**config.mk**
```make
export PLATFORM = sky130hd
export DESIGN_NAME = gcr_top
export DESIGN_NICKNAME = d
export VERILOG_FILES = /design/src/hdl/gcr_pkg.sv /design/src/hdl/gcr_sync.sv /design/src/hdl/gcr_top.sv
export VERILOG_INCLUDE_DIRS = /design/src /design/src/hdl
export SDC_FILE = /design/constraint.sdc
export NUM_CORES = 1
export LEC_CHECK = 0
export ABC_AREA = 0
export BUFFER_PORTS_ARGS = -buffer_cell sky130_fd_sc_hd__buf_2
export CORE_ASPECT_RATIO = 1.2
export CORE_MARGIN = 8
export CORE_UTILIZATION = 25
export DETAILED_ROUTE_END_ITERATION = 10
export HOLD_SLACK_MARGIN = 0.03
export PLACE_DENSITY_LB_ADDON = 0.2
export SYNTH_ARGS = -nofsm -noshare
export SYNTH_HDL_FRONTEND = slang
export SYNTH_SLANG_ARGS = --single-unit
```
**constraint.sdc**
```tcl
create_clock -name REF_CLK_I -period 2.2 [get_ports REF_CLK_I]
set_input_delay 0.22 -clock REF_CLK_I [delete_from_list [all_inputs] [get_ports REF_CLK_I]]
set_output_delay 0.22 -clock REF_CLK_I [all_outputs]
set_load 0.1 [all_outputs]
```
**src/hdl/gcr_consts.svh**
```systemverilog
// Constants for the general bus command responder: command bytes, timing, defaults.
// Assumes the includer compiles it once per unit; guarded against double inclusion.
// Function
// - IFC forces local, talker and listener idle
// - IFC turns off talk and listen lights
// - Lockout blocks front panel except power
// - Lockout accepted only while REN asserted
// - Lockout cancelled only by REN false
// - Addressed go-to-local leaves remote, lamp off
// - Lockout survives go-to-local until REN false
// - Universal clear acts whether addressed or not
// - Clears restore user or factory defaults
// - Factory: DC volts, 1000 V, 100 ms, filters
// - Factory bus: prefix, no service request, CR LF
// - Selective clear only when addressed as listener
// - Trigger starts reading only in bus-trigger modes
// - One-shot bus mode: one reading per trigger
// - REN plus own talk address: remote, talker
// - REN alone never makes device remote
// - Bus trigger modes are continuous and one-shot
`ifndef GCR_CONSTS_SVH
`define GCR_CONSTS_SVH

// ----------------------------------------
// Command bytes
// ----------------------------------------
`define GCR_CMD_GTL        8'h01
`define GCR_CMD_SDC        8'h04
`define GCR_CMD_GET        8'h08
`define GCR_CMD_LLO        8'h11
`define GCR_CMD_DCL        8'h14
`define GCR_CMD_UNL        8'h3f
`define GCR_CMD_UNT        8'h5f
`define GCR_LAG_BASE       3'h1
`define GCR_TAG_BASE       3'h2
`define GCR_ADDR_MSB       4
`define GCR_GROUP_LSB      5

// ----------------------------------------
// Timing
// ----------------------------------------
`define GCR_CLK_MHZ        25
`define GCR_IFC_MIN_US     100

// ----------------------------------------
// Factory default setting codes and bus trigger mode codes
// ----------------------------------------
`define GCR_DEF_FUNCTION   4'h0
`define GCR_DEF_RANGE      3'h5
`define GCR_DEF_RATE       3'h3
`define GCR_DEF_TRIGGER    3'h6
`define GCR_DEF_DIG_FILT   1'b0
`define GCR_DEF_EXP_FILT   1'b1
`define GCR_DEF_ZERO       1'b0
`define GCR_DEF_PREFIX     1'b1
`define GCR_DEF_SRQ_EN     1'b0
`define GCR_DEF_TERM       2'h0
`define GCR_TRIG_CONT_BUS  3'h2
`define GCR_TRIG_ONE_BUS   3'h3

`endif

```
**src/hdl/gcr_pkg.sv**
```systemverilog
// Types shared by the general bus command responder.
// Assumes gcr_consts.svh supplies the numbers.
package gcr_pkg;

	typedef struct packed
	{
		logic [3:0] function_sel;
		logic [2:0] range_sel;
		logic [2:0] rate_sel;
		logic [2:0] trigger_mode;
		logic       dig_filter;
		logic       exp_filter;
		logic       zero_en;
		logic       prefix_en;
		logic       srq_en;
		logic [1:0] terminator;
	} settings_t;

	typedef enum logic [1:0]
	{
		LOC_S  = 2'b00,
		REM_S  = 2'b01,
		LWLS_S = 2'b10,
		RWLS_S = 2'b11
	} rl_state_t;

endpackage

```
**src/hdl/gcr_sync.sv**
```systemverilog
// Three-stage pin synchroniser; a change is accepted once stages two and three agree.
// Assumes an asynchronous pin on the input and one system clock.
`timescale 1ns/1ps
`default_nettype none
module gcr_sync
#(
	parameter int WIDTH = 1
)
(
	input  wire logic             clk_i,
	input  wire logic             rst_n_i,
	input  wire logic [WIDTH-1:0] pin_i,
	output var  logic [WIDTH-1:0] level_o
);
	logic [WIDTH-1:0] s1_q, s2_q, s3_q, lvl_q;
	logic [WIDTH-1:0] lvl_d;

	always_comb
	begin
		lvl_d = lvl_q;
		for (int i = 0; i < WIDTH; i++)
		begin
			if (s2_q[i] == s3_q[i])
				lvl_d[i] = s3_q[i];
		end
	end

	always_ff @(posedge clk_i or negedge rst_n_i)
	begin
		if (!rst_n_i)
		begin
			s1_q  <= '0;
			s2_q  <= '0;
			s3_q  <= '0;
			lvl_q <= '0;
		end
		else
		begin
			s1_q  <= pin_i;
			s2_q  <= s1_q;
			s3_q  <= s2_q;
			lvl_q <= lvl_d;
		end
	end

	assign level_o = lvl_q;
endmodule
`default_nettype wire

```
**src/hdl/gcr_top.sv**
```systemverilog
// General bus command responder: remote/local, lockout, clears, trigger, IFC.
// Assumes the acceptor handshake delivers each bus byte as a one-cycle strobe;
// ATN/REN/IFC are raw bus levels (active high here) and are synchronised inside.
`timescale 1ns/1ps
`default_nettype none
`include "gcr_consts.svh"
module gcr_top
	import gcr_pkg::*;
#(
	parameter logic [4:0] MY_ADDR   = 5'h0a,
	parameter int         IFC_US    = `GCR_IFC_MIN_US
)
(
	// Clock and reset
	input  wire logic       REF_CLK_I,
	input  wire logic       RST_N_I,
	// Bus control lines
	input  wire logic       ATN_I,
	input  wire logic       REN_I,
	input  wire logic       IFC_I,
	// Byte from acceptor handshake
	input  wire logic       BYTE_STB_I,
	input  wire logic [7:0] BYTE_I,
	// Instrument side
	input  wire logic       USE_USER_DEF_I,
	input  wire settings_t  USER_DEF_I,
	input  wire logic       SET_LOAD_I,
	input  wire settings_t  SET_I,
	input  wire logic [7:0] PANEL_KEYS_I,
	// Status and indicators
	output logic            REMOTE_O,
	output logic            LOCKOUT_O,
	output logic            TALK_O,
	output logic            LISTEN_O,
	output logic [7:0]      PANEL_KEYS_O,
	output settings_t       SETTINGS_O,
	output logic            CLEAR_O,
	output logic            TRIGGER_O,
	output logic            DATA_STB_O,
	output logic [7:0]      DATA_O
);
	// ----------------------------------------
	// Timing
	// ----------------------------------------
	localparam int IFC_CYC_RAW = IFC_US * `GCR_CLK_MHZ;
	localparam int IFC_CYC     = (IFC_CYC_RAW < 1) ? 1 : IFC_CYC_RAW;
	localparam int CW          = $clog2(IFC_CYC + 1);

	// ----------------------------------------
	// Synchronised control lines
	// ----------------------------------------
	logic [2:0] lines;
	logic       atn, ren, ifc;

	gcr_sync #(.WIDTH(3)) u_sync
	(
		.clk_i   (REF_CLK_I),
		.rst_n_i (RST_N_I),
		.pin_i   ({ATN_I, REN_I, IFC_I}),
		.level_o (lines)
	);
	assign {atn, ren, ifc} = lines;

	// ----------------------------------------
	// Command decode
	// ----------------------------------------
	logic cmd, dat;
	logic is_mla, is_mta, is_unl, is_unt, is_ota;
	logic ifc_act;

	always_comb
	begin
		cmd    = BYTE_STB_I && atn;
		dat    = BYTE_STB_I && !atn;
		is_mla = BYTE_I[7:`GCR_GROUP_LSB] == `GCR_LAG_BASE && BYTE_I[`GCR_ADDR_MSB:0] == MY_ADDR;
		is_mta = BYTE_I[7:`GCR_GROUP_LSB] == `GCR_TAG_BASE && BYTE_I[`GCR_ADDR_MSB:0] == MY_ADDR;
		is_unl = BYTE_I == `GCR_CMD_UNL;
		is_unt = BYTE_I == `GCR_CMD_UNT;
		is_ota = BYTE_I[7:`GCR_GROUP_LSB] == `GCR_TAG_BASE && !is_mta && !is_unt;
	end

	// ----------------------------------------
	// IFC qualification
	// ----------------------------------------
	// Only a pulse held for the full minimum counts; short glitches are ignored.
	logic [CW-1:0] ifc_cnt_q, ifc_cnt_d;

	always_comb
	begin
		ifc_cnt_d = ifc_cnt_q;
		if (!ifc)
			ifc_cnt_d = '0;
		else if (ifc_cnt_q != CW'(IFC_CYC))
			ifc_cnt_d = ifc_cnt_q + CW'(1);
	end
	assign ifc_act = ifc_cnt_q == CW'(IFC_CYC);

	// ----------------------------------------
	// Addressing and remote/local state
	// ----------------------------------------
	logic      talk_q, talk_d, lstn_q, lstn_d;
	rl_state_t rl_q, rl_d;
	logic      addressed;

	assign addressed = lstn_q;

	always_comb
	begin
		talk_d = talk_q;
		lstn_d = lstn_q;
		rl_d   = rl_q;
		if (cmd)
		begin
			if (is_mta)
			begin
				talk_d = 1'b1;
				lstn_d = 1'b0;
			end
			else if (is_ota || is_unt)
				talk_d = 1'b0;
			if (is_mla)
			begin
				lstn_d = 1'b1;
				talk_d = 1'b0;
			end
			else if (is_unl)
				lstn_d = 1'b0;
		end
		case (rl_q)
			LOC_S:
			begin
				if (ren && cmd && (is_mla || is_mta))
					rl_d = REM_S;
				else if (ren && cmd && BYTE_I == `GCR_CMD_LLO)
					rl_d = LWLS_S;
			end
			REM_S:
			begin
				if (cmd && addressed && BYTE_I == `GCR_CMD_GTL)
					rl_d = LOC_S;
				else if (ren && cmd && BYTE_I == `GCR_CMD_LLO)
					rl_d = RWLS_S;
			end
			LWLS_S:
			begin
				if (ren && cmd && (is_mla || is_mta))
					rl_d = RWLS_S;
			end
			RWLS_S:
			begin
				if (cmd && addressed && BYTE_I == `GCR_CMD_GTL)
					rl_d = LWLS_S;
			end
			default:
				rl_d = LOC_S;
		endcase
		if (!ren)
			rl_d = LOC_S;
		if (ifc_act)
		begin
			talk_d = 1'b0;
			lstn_d = 1'b0;
			if (rl_d == RWLS_S)
				rl_d = LWLS_S;
			else if (rl_d == REM_S)
				rl_d = LOC_S;
		end
	end

	// ----------------------------------------
	// Clears, settings and trigger
	// ----------------------------------------
	settings_t set_q, set_d;
	logic      clr_q, clr_d, trg_q, trg_d, arm_q, arm_d;
	logic      dstb_q, dstb_d;
	logic [7:0] data_q, data_d;
	logic      do_clear, do_get;
	settings_t factory;

	always_comb
	begin
		factory.function_sel = `GCR_DEF_FUNCTION;
		factory.range_sel    = `GCR_DEF_RANGE;
		factory.rate_sel     = `GCR_DEF_RATE;
		factory.trigger_mode = `GCR_DEF_TRIGGER;
		factory.dig_filter   = `GCR_DEF_DIG_FILT;
		factory.exp_filter   = `GCR_DEF_EXP_FILT;
		factory.zero_en      = `GCR_DEF_ZERO;
		factory.prefix_en    = `GCR_DEF_PREFIX;
		factory.srq_en       = `GCR_DEF_SRQ_EN;
		factory.terminator   = `GCR_DEF_TERM;
	end

	always_comb
	begin
		do_clear = cmd && (BYTE_I == `GCR_CMD_DCL
			|| (BYTE_I == `GCR_CMD_SDC && addressed));
		do_get   = cmd && addressed && BYTE_I == `GCR_CMD_GET;
		set_d    = set_q;
		clr_d    = do_clear;
		trg_d    = 1'b0;
		arm_d    = arm_q;
		dstb_d   = dat && addressed;
		data_d   = dat ? BYTE_I : data_q;
		if (SET_LOAD_I)
			set_d = SET_I;
		if (do_clear)
			set_d = USE_USER_DEF_I ? USER_DEF_I : factory;
		if (do_get)
		begin
			if (set_q.trigger_mode == `GCR_TRIG_CONT_BUS)
			begin
				trg_d = 1'b1;
				arm_d = 1'b1;
			end
			else if (set_q.trigger_mode == `GCR_TRIG_ONE_BUS)
				trg_d = 1'b1;
		end
		// Continuous bus mode keeps reading after its first trigger;
		// a device clear or a change of mode stops it.
		if (do_clear || set_d.trigger_mode != `GCR_TRIG_CONT_BUS)
			arm_d = 1'b0;
	end

	// ----------------------------------------
	// Registers
	// ----------------------------------------
	always_ff @(posedge REF_CLK_I or negedge RST_N_I)
	begin
		if (!RST_N_I)
		begin
			ifc_cnt_q <= '0;
		end
		else
		begin
			ifc_cnt_q <= ifc_cnt_d;
		end
	end

	always_ff @(posedge REF_CLK_I or negedge RST_N_I)
	begin
		if (!RST_N_I)
		begin
			talk_q    <= 1'b0;
			lstn_q    <= 1'b0;
			rl_q      <= LOC_S;
		end
		else
		begin
			talk_q    <= talk_d;
			lstn_q    <= lstn_d;
			rl_q      <= rl_d;
		end
	end

	// Reset values match the factory set, so power-up looks like a device clear with USE_USER_DEF_I low.
	always_ff @(posedge REF_CLK_I or negedge RST_N_I)
	begin
		if (!RST_N_I)
		begin
			set_q     <= '{`GCR_DEF_FUNCTION, `GCR_DEF_RANGE, `GCR_DEF_RATE, `GCR_DEF_TRIGGER,
				`GCR_DEF_DIG_FILT, `GCR_DEF_EXP_FILT, `GCR_DEF_ZERO, `GCR_DEF_PREFIX,
				`GCR_DEF_SRQ_EN, `GCR_DEF_TERM};
			clr_q     <= 1'b0;
			trg_q     <= 1'b0;
			arm_q     <= 1'b0;
		end
		else
		begin
			set_q     <= set_d;
			clr_q     <= clr_d;
			trg_q     <= trg_d;
			arm_q     <= arm_d;
		end
	end

	always_ff @(posedge REF_CLK_I or negedge RST_N_I)
	begin
		if (!RST_N_I)
		begin
			dstb_q    <= 1'b0;
			data_q    <= 8'h00;
		end
		else
		begin
			dstb_q    <= dstb_d;
			data_q    <= data_d;
		end
	end

	// ----------------------------------------
	// Outputs
	// ----------------------------------------
	assign REMOTE_O     = rl_q == REM_S || rl_q == RWLS_S;
	assign LOCKOUT_O    = rl_q == LWLS_S || rl_q == RWLS_S;
	assign TALK_O       = talk_q;
	assign LISTEN_O     = lstn_q;
	// Only the power switch is outside this path, so lockout masks every key.
	assign PANEL_KEYS_O = LOCKOUT_O ? 8'h00 : PANEL_KEYS_I;
	assign SETTINGS_O   = set_q;
	assign CLEAR_O      = clr_q;
	assign TRIGGER_O    = trg_q || arm_q;
	assign DATA_STB_O   = dstb_q;
	assign DATA_O       = data_q;
endmodule
`default_nettype wire

```
=== Word level (Yosys, flattened, before mapping) ===
Cells that the tools add are included.

* Input port bits: 64
* Bits in latches: 0
* Word-level logic and storage cells: 118
* RAM bits: 0
* Memory bits (read-only): 0
* Flip-flop bits (word level): 60
* Memories: 0

* $mul: 0
* Bitwise gates (word level): 0
* Muxes and demuxes: 33
* Magnitude comparators: 0
* Reductions and logical operators: 35
* Divide/modulo/power cells: 0
* Shift-type cells: 0
* Add/subtract/negate cells: 1
* Eq/ne operators: 24

{| class="wikitable"
|+ Operators by type and width
! cell !! number
|-
| two-way mux 20 bit || 3
|-
| two-way mux 12 bit || 2
|-
| two-way mux 2 bit || 10
|-
| == test 8 x 5 -> 1 bit (second input constant) || 2
|-
| two-way mux 1 bit || 16
|-
| logical AND 1 bit || 15
|-
| adder 12 x 1 -> 12 bit (second input constant) || 1
|-
| == test 12 bit (second input constant) || 1
|-
| inequality test 12 bit (second input constant) || 1
|-
| == test 3 x 2 -> 1 bit (second input constant) || 3
|-
| == test 8 x 1 -> 1 bit (second input constant) || 1
|-
| == test 8 x 3 -> 1 bit (second input constant) || 1
|-
| == test 8 x 4 -> 1 bit (second input constant) || 1
|-
| == test 8 x 6 -> 1 bit (second input constant) || 1
|-
| == test 8 x 7 -> 1 bit (second input constant) || 1
|-
| two-way mux 8 bit || 1
|-
| case mux 2 bit (4 select lines) || 1
|-
| nonzero test 2 bit || 4
|-
| nonzero test 4 bit || 2
|-
| logical OR 1 bit || 7
|-
| == test 2 bit (second input constant) || 3
|-
| AND reduction 2 bit || 3
|-
| == test 5 x 4 -> 1 bit (second input constant) || 1
|-
| == test 2 x 1 -> 1 bit (second input constant) || 2
|-
| other kinds (6) || 10
|}

=== Longest topological paths before layout ===
Gate-level depths: netlist (run 1).

* Depth after elaboration: 11
* Depth in mapped cells: 6
* Mapped depth without buffers: 6

=== Cells and area by module ===
Synthesis (run 1) repeated with hierarchy kept, for this count alone.

* Cell total of the unflattened synthesis: 255
* Area, all modules: 2,845.2 µm²

{| class="wikitable"
|+ Modules (own cells, without submodules)
! module !! sequential area each (µm²) !! area an instance (µm²) !! cells an instance !! instances
|-
| gcr_top || 1,211.2 || 2,511.2 || 240 || 1
|-
| gcr_sync || 300.3 || 334.1 || 15 || 1
|}

=== Least setup slack after synthesis (run 1) ===
No wires, ideal clock.

* Path kind: register to output
* Start point: register rl_q[1]
* End point: output PANEL_KEYS_O[0]
* Cell stages (with the launch flop): 2
* Buffers on the path: 0
* Arrival time: 1.799 ns
* Slack: 0.181 ns
* Data required time: 1.980 ns
* Path through: dfrtp_1 -> nor2b_1

* Cells in the longest elaborated chain, start to end: 3

{| class="wikitable"
|+ RTL lines
! element !! RTL line !! RTL
|-
| start, declared || gcr_top.sv:102 || <nowiki>rl_state_t rl_q, rl_d;</nowiki>
|-
| start signal, assigned || gcr_top.sv:252 || <nowiki>rl_q <= rl_d;</nowiki>
|-
| == test 2 bit || gcr_top.sv:295 || <nowiki>assign LOCKOUT_O = rl_q == LWLS_S || rl_q == RWLS_S;</nowiki>
|-
| logical OR 1 bit (*) || gcr_top.sv:295 ||
|-
| two-way mux 8 bit (*) || gcr_top.sv:299 || <nowiki>assign PANEL_KEYS_O = LOCKOUT_O ? 8'h00 : PANEL_KEYS_I;</nowiki>
|-
| end, declared || gcr_top.sv:35 || <nowiki>output logic [7:0] PANEL_KEYS_O,</nowiki>
|}

Mark *: on every way between the ends. The rest lies on a longest branch, timed or not.

=== Worst setup path in the final report (run 1) ===
* Start point: register ifc_cnt_q[0]
* End point: register ifc_cnt_q[0]

* Cells in the longest elaborated chain, start to end: 3

{| class="wikitable"
|+ RTL lines
! element !! RTL line !! RTL
|-
| start, declared || gcr_top.sv:86 || <nowiki>logic [CW-1:0] ifc_cnt_q, ifc_cnt_d;</nowiki>
|-
| start signal, assigned || gcr_top.sv:236 || <nowiki>ifc_cnt_q <= ifc_cnt_d;</nowiki>
|-
| adder 12 x 1 -> 12 bit || gcr_top.sv:94 || <nowiki>ifc_cnt_d = ifc_cnt_q + CW'(1);</nowiki>
|-
| two-way mux 12 bit || gcr_top.sv:93 || <nowiki>else if (ifc_cnt_q != CW'(IFC_CYC))</nowiki>
|-
| two-way mux 12 bit || gcr_top.sv:91 || <nowiki>if (!ifc)</nowiki>
|}

Parallel ways exist; a longest one is shown, timed or not. The select of a mux whose other input is x is not followed.
A chain may end at the register's enable or synchronous reset.

==> results, run 1 <==
- In the final design database the tool counted 426 nets.
- In the finished design, the share of the clock period the worst path needs comes to 80.8%.
- The width of the die is 112 um.
- Once detail routing completed, the nets flagged for antenna violations numbered 0.
- In this run the number of H-tree levels came out at 3.
- In this run the mean area of a mapped cell was 11.1 um2.
- The number of buffers added on ports is 106.
- Routability-driven placement finished with a final weighted congestion of 0.718.
- In this run the cell area of the synthesized design comes to 2790 um2.
- Relative to the synthesized area, the layout overhead comes to 36.8%.
- Setup repair after global routing left no endpoint under its margin.
- The ratio of total power to cell area is 952 nW/um2.
- The start-to-end type of the worst setup path is register to register.
- The clock passes through at most 2 buffers.
- Across all hold checks on the routed design, the worst slack comes to 0.112 ns.
- The pin count of the biggest net entering global routing is 43.
- The first TritonRoute pass finished after 4 iterations.
- The number of placed cells counting well taps is 477.
- On the final layout, the worst clock skew is 0.00503 ns.
- In this run the count of I/O pins placed on the die edge is 107.
- Synthesis inferred 60 register bits.
- At the placement stage, the worst setup path has a slack of 0.421 ns.
- The number of gates resized after cts is 0.
- Data on the critical path arrives at its endpoint at 1.98 ns.
- The cell count after synthesis came out at 251.
- The number of clock buffers inserted by TritonCTS is 9.
- The total via count after detailed routing is 2276.
- The startpoint identified for the worst hold timing path is USER_DEF_I[5].
- The flow ran to the end, and the final reports show no timing, DRC or antenna violations.
- The sequential cell area fraction in the yosys report is 54.2%.
- Data on the critical path is required at its endpoint by 2.41 ns.
- Clock-pin slew was measured on the worst setup and hold paths at 0.05 ns.
- Along the worst path, the maximum fanout reaches 7.
- Synthesis produced a netlist with a net count of 317.
- The hold violation count in the final report was 0.
- The count of warnings emitted by yosys is 0.
- The routed design could run at a clock period as short as 1.78 ns.
- The maximum VDD drop is 0.280 mV.
- The overall overflow remaining after global route is 0.
- The library cell used most frequently in the layout, excluding fill and tap cells, is sky130_fd_sc_hd__buf_2.
- The share of flip-flops with an asynchronous set or reset after synthesis is 100%.
- The count of hold-fix buffers inserted at cts is 4.
- The prevailing post-synth register cell is sky130_fd_sc_hd__dfrtp_1.
- The initial cell density of the core is 25.5%.
- The initial antenna violation count is 0.
- The worst hold path class is input port to register.
- In this run the core area contains 42 standard-cell rows.
- The final non-filler cell total is 497.
- The post-route setup TNS is 0 ns.
- The number of design rule violations left after detail routing is 0.
- The most critical setup path has its startpoint at ifc_cnt_q[0].
- For this run, the total global-route usage over all layers was measured as 10.7%.
- The latest clock arrival within the worst-skew pair is 0.32 ns.
- The type of element capturing the critical path is a register.
- In this run the standard cell core region covers 10900 um2.
- The count of unique library cells instantiated by Yosys is 42.
- After layout, the worst setup slack is 0.423 ns.
- The first global-routing pass estimated 12700 um of wire.
- The die covers 14800 um2.
- The startpoint class of the critical path is a register.
- The routed design has 7310 um of wire.
- The number of DRC markers after the initial detailed-route iteration is 119.
- The clock tree from TritonCTS is yes.
- The number of clock sinks seen by CTS is 60.
- The total power is 3.63 mW.
- The number of slew-limit violations in the final report is 0.
- The estimated wirelength of the detail-placed design is 5420 um.
- The filler cell count in the final layout is 1115.
- In this run the static leakage power is 1.78 nW.
- The root buffer cell is sky130_fd_sc_hd__clkbuf_16.
- Timing would allow up to 0.563 GHz.
- The pin slew with the least headroom to its limit is 0.715 ns.
- The relative max-transition margin is 52.3%.
- The setup fix buffers added after clock tree synthesis is 0.
- Max-cap violations in this run came to 0.
- In this run, synthesis inferred 0 flip-flops with an integrated enable.
- The number of antenna diodes in the final layout is 0.
- The launching point of the worst reg2reg path is ifc_cnt_q[0].
- The number of global-route vias before repair is 2460.
- The y dimension of the die is 132 um.
- The post-detailed-route via-to-cell ratio is 4.58.
- In the final routed layout, each cell accounts on average for 14.7 um.
- Setup violations remaining at the end of the flow were counted as 0.
- The ratio of cells with drive above 1 in the final layout is 39.2%.
- Leaving out fill and tap cells, the most frequent cells in the layout are sky130_fd_sc_hd__buf_2, sky130_fd_sc_hd__dfrtp_1, sky130_fd_sc_hd__nand3_1.
-- final timing paths --
path | depth (start not counted) | slack, ns | to
min | 3 | 0.11 | SETTINGS_O[5]
max reg2reg | 6 | 0.42 | ifc_cnt_q[0]
max | 6 | 0.42 | ifc_cnt_q[0]
min in group asynchronous | 2 | 0.45 | u_sync.s1_q[0]
min reg2reg | 0 | 0.35 | u_sync.s2_q[2]
max in group asynchronous | 3 | 1.06 | SETTINGS_O[5]
-- metal layers --
metal | vias up | track usage (%) | wire (um)
met5 | - | 0 | 0
met3 | 7 | 3.44 | 357
li1 | 1112 | - | -
met1 | 1106 | 13.2 | 3370
met2 | 51 | 16.7 | 3490
met4 | 0 | 4.28 | 96
-- Yosys cell counts (all sizes together), types with 2 or more instances --
cell,count,area [um2]
and4,2,17.5
mux2i,14,140
nand3,20,100
or3,2,12.5
dfrtp,52,1300
a211oi,8,60.1
clkbuf,10,37.5
nor3,5,25.0
nand2b,3,18.8
maj3,3,30.0
inv,13,48.8
o21ai,13,65.1
nor4b,2,17.5
ha,2,25.0
xnor2,10,87.6
dfstp,8,210
a31oi,13,81.3
nor2,4,15.0
nor2b,18,113
nor4,3,33.8
mux2,8,90.1
nand4,4,25.0
and2,12,75.1
nand2,4,15.0
buf,5,33.8
-- report_power, final --
part	leakage [nW]	total, mW	switching [mW]	internal (mW)
clock	0.140	1.43	0.493	0.937
combinational	0.915	0.935	0.743	0.192
sequential	0.728	1.26	0.0577	1.21
-- critical path, cell delays in order (launching register included) --
cell                       delay, ns
sky130_fd_sc_hd__dfrtp_1        0.40
sky130_fd_sc_hd__inv_1          0.11
sky130_fd_sc_hd__ha_1           0.14
sky130_fd_sc_hd__nor4bb_1       0.34
sky130_fd_sc_hd__nand3_1        0.31
sky130_fd_sc_hd__xnor2_1        0.21
sky130_fd_sc_hd__and2_1         0.16
-- state kept, by name, summed over array words and instances (netlist names) --
register	count
LISTEN_O	1
ifc_cnt_q	12
u_sync.s2_q	3
DATA_STB_O	1
trg_q	1
u_sync.level_o	3
rl_q	2
DATA_O	8
u_sync.s3_q	3
arm_q	1
CLEAR_O	1
SETTINGS_O	20
TALK_O	1
u_sync.s1_q	3
-- through the flow --
| step | area (um2) | utilization [%] |
|---|---|---|
| global placement | 3460 | 31.6 |
| detailed placement | 3460 | 31.6 |
| finish | 3810 | 34.9 |
| global route | 3810 | 34.9 |
| CTS | 3810 | 34.9 |
| floorplan | 2790 | - |
-- kinds of logic after synthesis --
logic type | count (synthesis) | share of synthesized area [%]
xor gates and xnor gates | 11 | 3.46
AOI/OAI and AO/OA | 39 | 8.89
and+or+nand+nor | 86 | 18.9
buffers and inverters | 28 | 4.31
adders and majority gates | 5 | 1.98
muxes | 22 | 8.26
DFF | 60 | 54.2
-- layout make-up --
type	count	area (um2)	area share [%]
sequential	60	1510	39.7
multi-input combinational	163	1150	30.3
timing repair buffer	113	618	16.2
clock buffer	11	253	6.63
tap	132	165	4.33
clock inverter	5	60.1	1.58
inverter	13	48.8	1.28
No activity file was read; power rests on OpenSTA's default activity.
==> inputs of run 2 (changes only) <==
- clock period: 2.2 -> 1.77 ns (I/O delays scaled with it)
==> results, run 2 (synthesized netlist as in run 1, its figures left out) <==
- The min-delay analysis places its worst path in the category input port to register.
- The first global-routing pass estimated 12600 um of wire.
- The pre-antenna-repair detailed-routing pass consisted of 4 iterations.
- The total core area is 10900 um2.
- The worst setup path is captured at a register.
- The startpoint of the most critical setup path is ifc_cnt_q[0].
- The worst setup skew after layout is 0.00365 ns.
- The estimated wirelength of the detail-placed design is 5610 um.
- Entering global routing, the biggest net connects 61 pins.
- The latest clock arrival within the worst-skew pair is 0.32 ns.
- The final clock period utilization by the worst path is 91.6%.
- The number of placed cells counting well taps is 480.
- The number of design rule violations left after detail routing is 0.
- The CTS clock-pin slew for the worst setup and hold paths is 0.05 ns.
- The endpoint of the worst register-to-register path is ifc_cnt_q[1].
- The finished cells cover 3840 um2.
- Headroom to the max-slew limit came out at 54.3%.
- The cell depth of the worst hold path is 3.
- The wire length per cell after detailed routing is 15.3 um.
- The setup fix buffers added after clock tree synthesis is 0.
- The data required time at the worst endpoint is 1.98 ns.
- The number of buffers added on ports is 106.
- The total power is 4.51 mW.
- The placed instance area is 3480 um2.
- On the final layout, the worst hold slack is 0.0610 ns.
- The pin slew with the least headroom to its limit is 0.685 ns.
- Pin placement for this block handled 107 I/O pins.
- The hold violation count in the final report was 0.
- The critical path is of the register to register type.
- The final cell utilization of the core is 35.1%.
- The most common cell after layout, fill and taps aside is sky130_fd_sc_hd__buf_2.
- The library cells used most frequently in the layout, excluding fill and tap cells, are sky130_fd_sc_hd__buf_2, sky130_fd_sc_hd__dfrtp_1, sky130_fd_sc_hd__nand3_1.
- From synthesis to final layout, the design area changed by 37.9%.
- Summed over all cells, the static leakage comes to 1.81 nW.
- For this run the aggregate overflow at the end of global routing stands at 0.
- The initial cell density of the core is 25.5%.
- The total via count after detailed routing is 2277.
- In the final layout, flip-flops and latches occupy 1510 um2.
- The multi-input logic area is 1170 um2.
- The register with the most flip-flops in the layout has 20 of them.
- The shortest clock period the worst path allows after layout is 1.62 ns.
- In the final layout, the share of cells above drive strength 1 is 39.9%.
- At the end of routability-driven placement, the weighted congestion stood at 0.697.
- The worst hold path terminates at SETTINGS_O[15].
- CTS saw 60 sinks.
- The die is 132 um tall.
- The highest clock rate is 0.617 GHz.
- The maximum VDD drop is 0.449 mV.
- The final antenna diode count is 0.
- The die is 112 um wide.
- For the worst flop-to-flop path, the logic depth is 7.
- The worst register-to-register path begins at ifc_cnt_q[0].
- The pre-CTS worst setup slack is 0.0816 ns.
- The number of DRC markers after the initial detailed-route iteration is 152.
- The startpoint class of the critical path is a register.
- Counting the buffers created by CTS gives 9.
- After floorplanning, the core was divided into 42 placement rows.
- The clock tree from TritonCTS is yes.
- The final non-filler cell total is 500.
- Setup slack on the worst reg-to-reg path comes out at 0.15 ns.
- The number of failing setup endpoints in the final timing report is 0.
- The biggest fanout along the worst timing path is 6.
- The aggregate global-route resource usage is 10.8%.
- The number of maximum-capacitance violations is 0.
- The initial antenna violation count is 0.
- The number of nets in the layout is 429.
- The post-route setup TNS is 0 ns.
- The H-tree was split into 3 levels.
- The ratio of total power to cell area is 1170 nW/um2.
- The post-route antenna net violation count is 0.
- Counting the fill cells in the layout gives 1139.
- The area enclosed by the die boundary is 14800 um2.
- The number of slew-limit violations in the final report is 0.
- The maximum count of clock buffers along a single path is 2.
- At the worst endpoint, the arrival time is 1.83 ns.
- The flow ran to the end, and the final reports show no timing, DRC or antenna violations.
- The hold path startpoint is USER_DEF_I[15].
- For this block, the routed nets add up to 7660 um of wire.
- The number of global-route vias before repair came to 2408.
- The tree is rooted in a sky130_fd_sc_hd__clkbuf_16.
- The worst-case setup margin in the final layout is 0.149 ns.
- Setup repair after global routing left no endpoint under its margin.
- The post-detailed-route via-to-cell ratio is 4.55.
## run 2: cell types whose count changed in the layout (fill, tap and decap cells not counted), sizes merged
cell	previous run	this run
buf	109	112
clkbuf	11	12
clkinv	0	2
clkinvlp	4	1
## run 2: worst max-delay path: stages (launching register included)
cell and delay, ns:
sky130_fd_sc_hd__dfrtp_1 0.40, sky130_fd_sc_hd__inv_1 0.10, sky130_fd_sc_hd__ha_1 0.15, sky130_fd_sc_hd__nor4bb_4 0.29
sky130_fd_sc_hd__nand3_1 0.16, sky130_fd_sc_hd__buf_4 0.20, sky130_fd_sc_hd__mux2i_1 0.14, sky130_fd_sc_hd__nor2b_1 0.06
## run 2: report_power, final
group | internal (mW) | total [mW] | switching (mW)
Sequential | 1.50 | 1.57 | 0.0743
Clock | 1.16 | 1.76 | 0.597
Combinational | 0.249 | 1.18 | 0.928
Total | 2.91 | 4.51 | 1.60
## run 2: final cells by class
class	instances	share of cell area (%)
sequential	60	39.4
multi-input combinational	163	30.5
timing repair buffer	116	16.7
clock buffer	12	6.68
tap	132	4.30
inverter	13	1.27
clock inverter	4	1.24
## run 2: how the worst max path moves through the flow
stage / to / slack, ns / cells after the start
finish: ifc_cnt_q[1] / 0.15 / 7
global route: ifc_cnt_q[1] / 0.002 / 7
CTS: ifc_cnt_q[1] / 0.07 / 7
detailed placement: ifc_cnt_q[1] / 0.08 / 7
global placement: ifc_cnt_q[1] / 0.16 / 7
floorplan: PANEL_KEYS_O[0] / -0.21 / 1
## run 2: layer usage
| metal | global-route usage [%] | part of all wire (%) | vias to the layer above |
|---|---|---|---|
| met2 | 18.3 | 51 | 47 |
| met4 | 5.71 | 2.5 | 0 |
| met1 | 11.8 | 42 | 1092 |
| li1 | - | - | 1122 |
| met5 | 0 | 0 | - |
| met3 | 3.39 | 4.8 | 16 |
## run 2: timing repair
| item | CTS | global route |
|---|---|---|
| setup endpoints to repair | 0 | 3 |
| hold buffers | 4 | 0 |
| hold endpoints to repair | 55 | 0 |
| resized for setup | 0 | 2 |
==> inputs of run 3 (changes only) <==
- PLACE_DENSITY: unset -> 0.49
- PLACE_DENSITY_LB_ADDON: 0.2 -> unset
==> results, run 3 (synthesized netlist as in run 1, its figures left out) <==
- The run finished with clean final reports.
- For this block, the initial DRC count from the detailed router was 110.
- The CTS clock-pin slew for the worst setup and hold paths is 0.05 ns.
- The first-pass GRT wire length is 12400 um.
- Global routing finished with a remaining overflow of 0.
- The number of cells on the worst reg-to-reg path is 7.
- The number of global-route vias before repair is 2513.
- Walking the worst path, the cells encountered are inv_1 > ha_1 > nor4bb_4 > nand3_1 > buf_4 > o31ai_1 > a221oi_1.
- The initial antenna violation count came to 0.
- Entering global routing, the biggest net connects 61 pins.
- For this run, the number of standard cells in the final layout without fillers is 500.
- Clock latency on the worst-skew pair, taken at its later pin, is 0.33 ns.
- The number of buffers added on ports is 106.
- The largest stage delay on the critical path is 0.40 ns.
- The routed layout has 2303 vias.
- The tool flagged a number of max-cap violations equal to 0.
- The sum of buffers and inverters on the critical path is 2.
- Based on the critical path, the design can be clocked at up to 0.620 GHz.
- In the routed design, unresolved DRC markers number 0.
- The endpoint of the worst register-to-register path is TALK_O.
- The number of placed instances, taps included, is 480.
- The wire length per cell after detailed routing is 14.8 um.
- The startpoint of the most critical setup path is ifc_cnt_q[0].
- The most common cell after layout, fill and taps aside is sky130_fd_sc_hd__buf_2.
- The post-route netlist has 39.9% of its cells at a drive strength greater than 1.
- The boundary pin count is 107.
- The number of failing setup endpoints in the final timing report is 0.
- Dividing the detail-routed via count by the number of cells gives 4.61.
- In this design, the largest share of critical-path delay is due to simple AND/OR/NAND/NOR gates.
- The number of nets in the layout is 429.
- The die is 112 um wide.
- The ratio of total power to cell area is 1130 nW/um2.
- The worst setup path is launched from a register.
- For this run, the total global-route usage over all layers was measured as 10.5%.
- The clock tree from TritonCTS is yes.
- At the end of routability-driven placement, the weighted congestion stood at 0.779.
- The worst-case setup margin in the final layout is 0.157 ns.
- The worst path arrival time is 1.81 ns.
- The sum of routed wire length over all layers is 7390 um.
- The number of clock buffers added by TritonCTS is 9.
- Setup repair after global routing left no endpoint under its margin.
- The tightest hold path in the finished design has a slack of 0.0639 ns.
- The floorplan has 42 rows.
- In this run the worst setup path terminates at TALK_O.
- The register with the most flip-flops in the layout has 20 of them.
- No sink is reached through more buffers than the 2 on the longest clock path.
- The number of H-tree levels is 3.
- The final antenna diode count is 0.
- For this configuration, the core starts out at a cell density of 25.5%.
- Detailed placement ended at an HPWL of 5400 um.
- In this run the critical register-to-register path is launched from ifc_cnt_q[0].
- The floorplan step defined a die boundary enclosing 14800 um2.
- The hold path startpoint is USER_DEF_I[15].
- The worst setup skew after layout is 0.00737 ns.
- The post-route setup TNS is 0 ns.
- The root buffer cell chosen for the clock tree is sky130_fd_sc_hd__clkbuf_16.
- The start-to-end type of the worst setup path is register to register.
- The shortest clock period the worst path allows after layout is 1.61 ns.
- For this design the static power due to leakage is 1.79 nW.
- Timing analysis after detailed placement gives a worst setup slack of 0.0537 ns.
- The worst reg-to-reg setup slack is 0.16 ns.
- The slowest library cell on the worst path is sky130_fd_sc_hd__dfrtp_1.
- For the pin with the worst max-slew slack, the measured transition is 0.668 ns.
- Leaving out fill and tap cells, the most frequent cells in the layout are sky130_fd_sc_hd__buf_2, sky130_fd_sc_hd__dfrtp_1, sky130_fd_sc_hd__nand3_1.
- Headroom to the max-slew limit came out at 55.5%.
- The maximum VDD drop is 0.440 mV.
- The number of slew-limit violations in the final report came to 0.
- The hold violation count in the final report was 0.
- The count of TritonRoute iterations in the first routing pass is 4.
- The post-route antenna net violation count is 0.
- Of the available clock period, the critical path in the final layout requires 91.1%.
- In this run the number of cells on the critical path is 7.
- The y dimension of the die is 132 um.
- The data required time at the worst endpoint is 1.96 ns.
- Relative to the synthesized area, the layout overhead comes to 36.6%.
- The number of clock sinks seen by CTS is 60.
- The total power is 4.32 mW.
- The biggest fanout along the worst timing path is 5.
- STA classifies the critical path endpoint as a register.
- The worst hold path class is input port to register.
- In this run the standard cell core region covers 10900 um2.
[run 3: cell types whose count changed in the layout (fill, tap and decap cells not counted)]
cell,before,now
sky130_fd_sc_hd__clkbuf_8,2,1
sky130_fd_sc_hd__clkinv_2,2,4
sky130_fd_sc_hd__bufinv_16,1,0
[run 3: worst register-to-register path, delay by kind of cell, from the launching register on]
kind	cells	cell delay (ns)
buf+inv	2	0.31
fa+ha+maj	1	0.16
simple gates	2	0.48
compound gates	2	0.13
flops	1	0.40
[run 3: through the flow]
step                      instance area (um2)  utilization, %
final                                    3810            34.8
after global routing                     3810            34.8
after CTS                                3790            34.7
after detailed placement                 3480            31.9
after global placement                   3480            31.9
after floorplan                          2790               -
[run 3: routing by layer]
layer | up-vias | routed length [um] | share of wire, % | GRT usage (%)
li1 | 1117 | - | - | -
met1 | 1109 | 3190 | 43 | 11.5
met2 | 66 | 3580 | 49 | 17.5
met3 | 11 | 492 | 6.7 | 4.17
met4 | 0 | 117 | 1.6 | 4.73
met5 | - | 0 | 0 | 0
[run 3: area by class of cell]
| class | count | area [um2] |
|---|---|---|
| fillers | 1131 | 7120 |
| flip-flops and latches | 60 | 1510 |
| multi-input cells | 163 | 1170 |
| repair buffers | 116 | 641 |
| clock buffers | 11 | 243 |
| well taps | 132 | 165 |
| inverters | 13 | 48.8 |
| clock inverters | 5 | 27.5 |
[run 3: repair_timing]
action,in CTS,in global routing
hold buffers,4,0
endpoints found under the setup margin,0,5
endpoints found under the hold margin,55,0
setup buffers,0,0
resized for setup,0,2
[run 3: power by group]
group	internal, mW	total, mW	switching [mW]
clock	0.973	1.57	0.597
sequential	1.50	1.57	0.0715
combinational	0.251	1.18	0.929
total	2.72	4.32	1.60
[run 3: worst min path at each step]
stage                                 to  slack [ns]  cells after the start
final                     SETTINGS_O[15]        0.06                      3
after global routing      SETTINGS_O[15]        0.07                      3
after CTS                 SETTINGS_O[15]        0.04                      3
after detailed placement  u_sync.s1_q[2]        0.22                      2
after global placement    u_sync.s1_q[2]        0.22                      2
after floorplan                  CLEAR_O       -0.12                      0
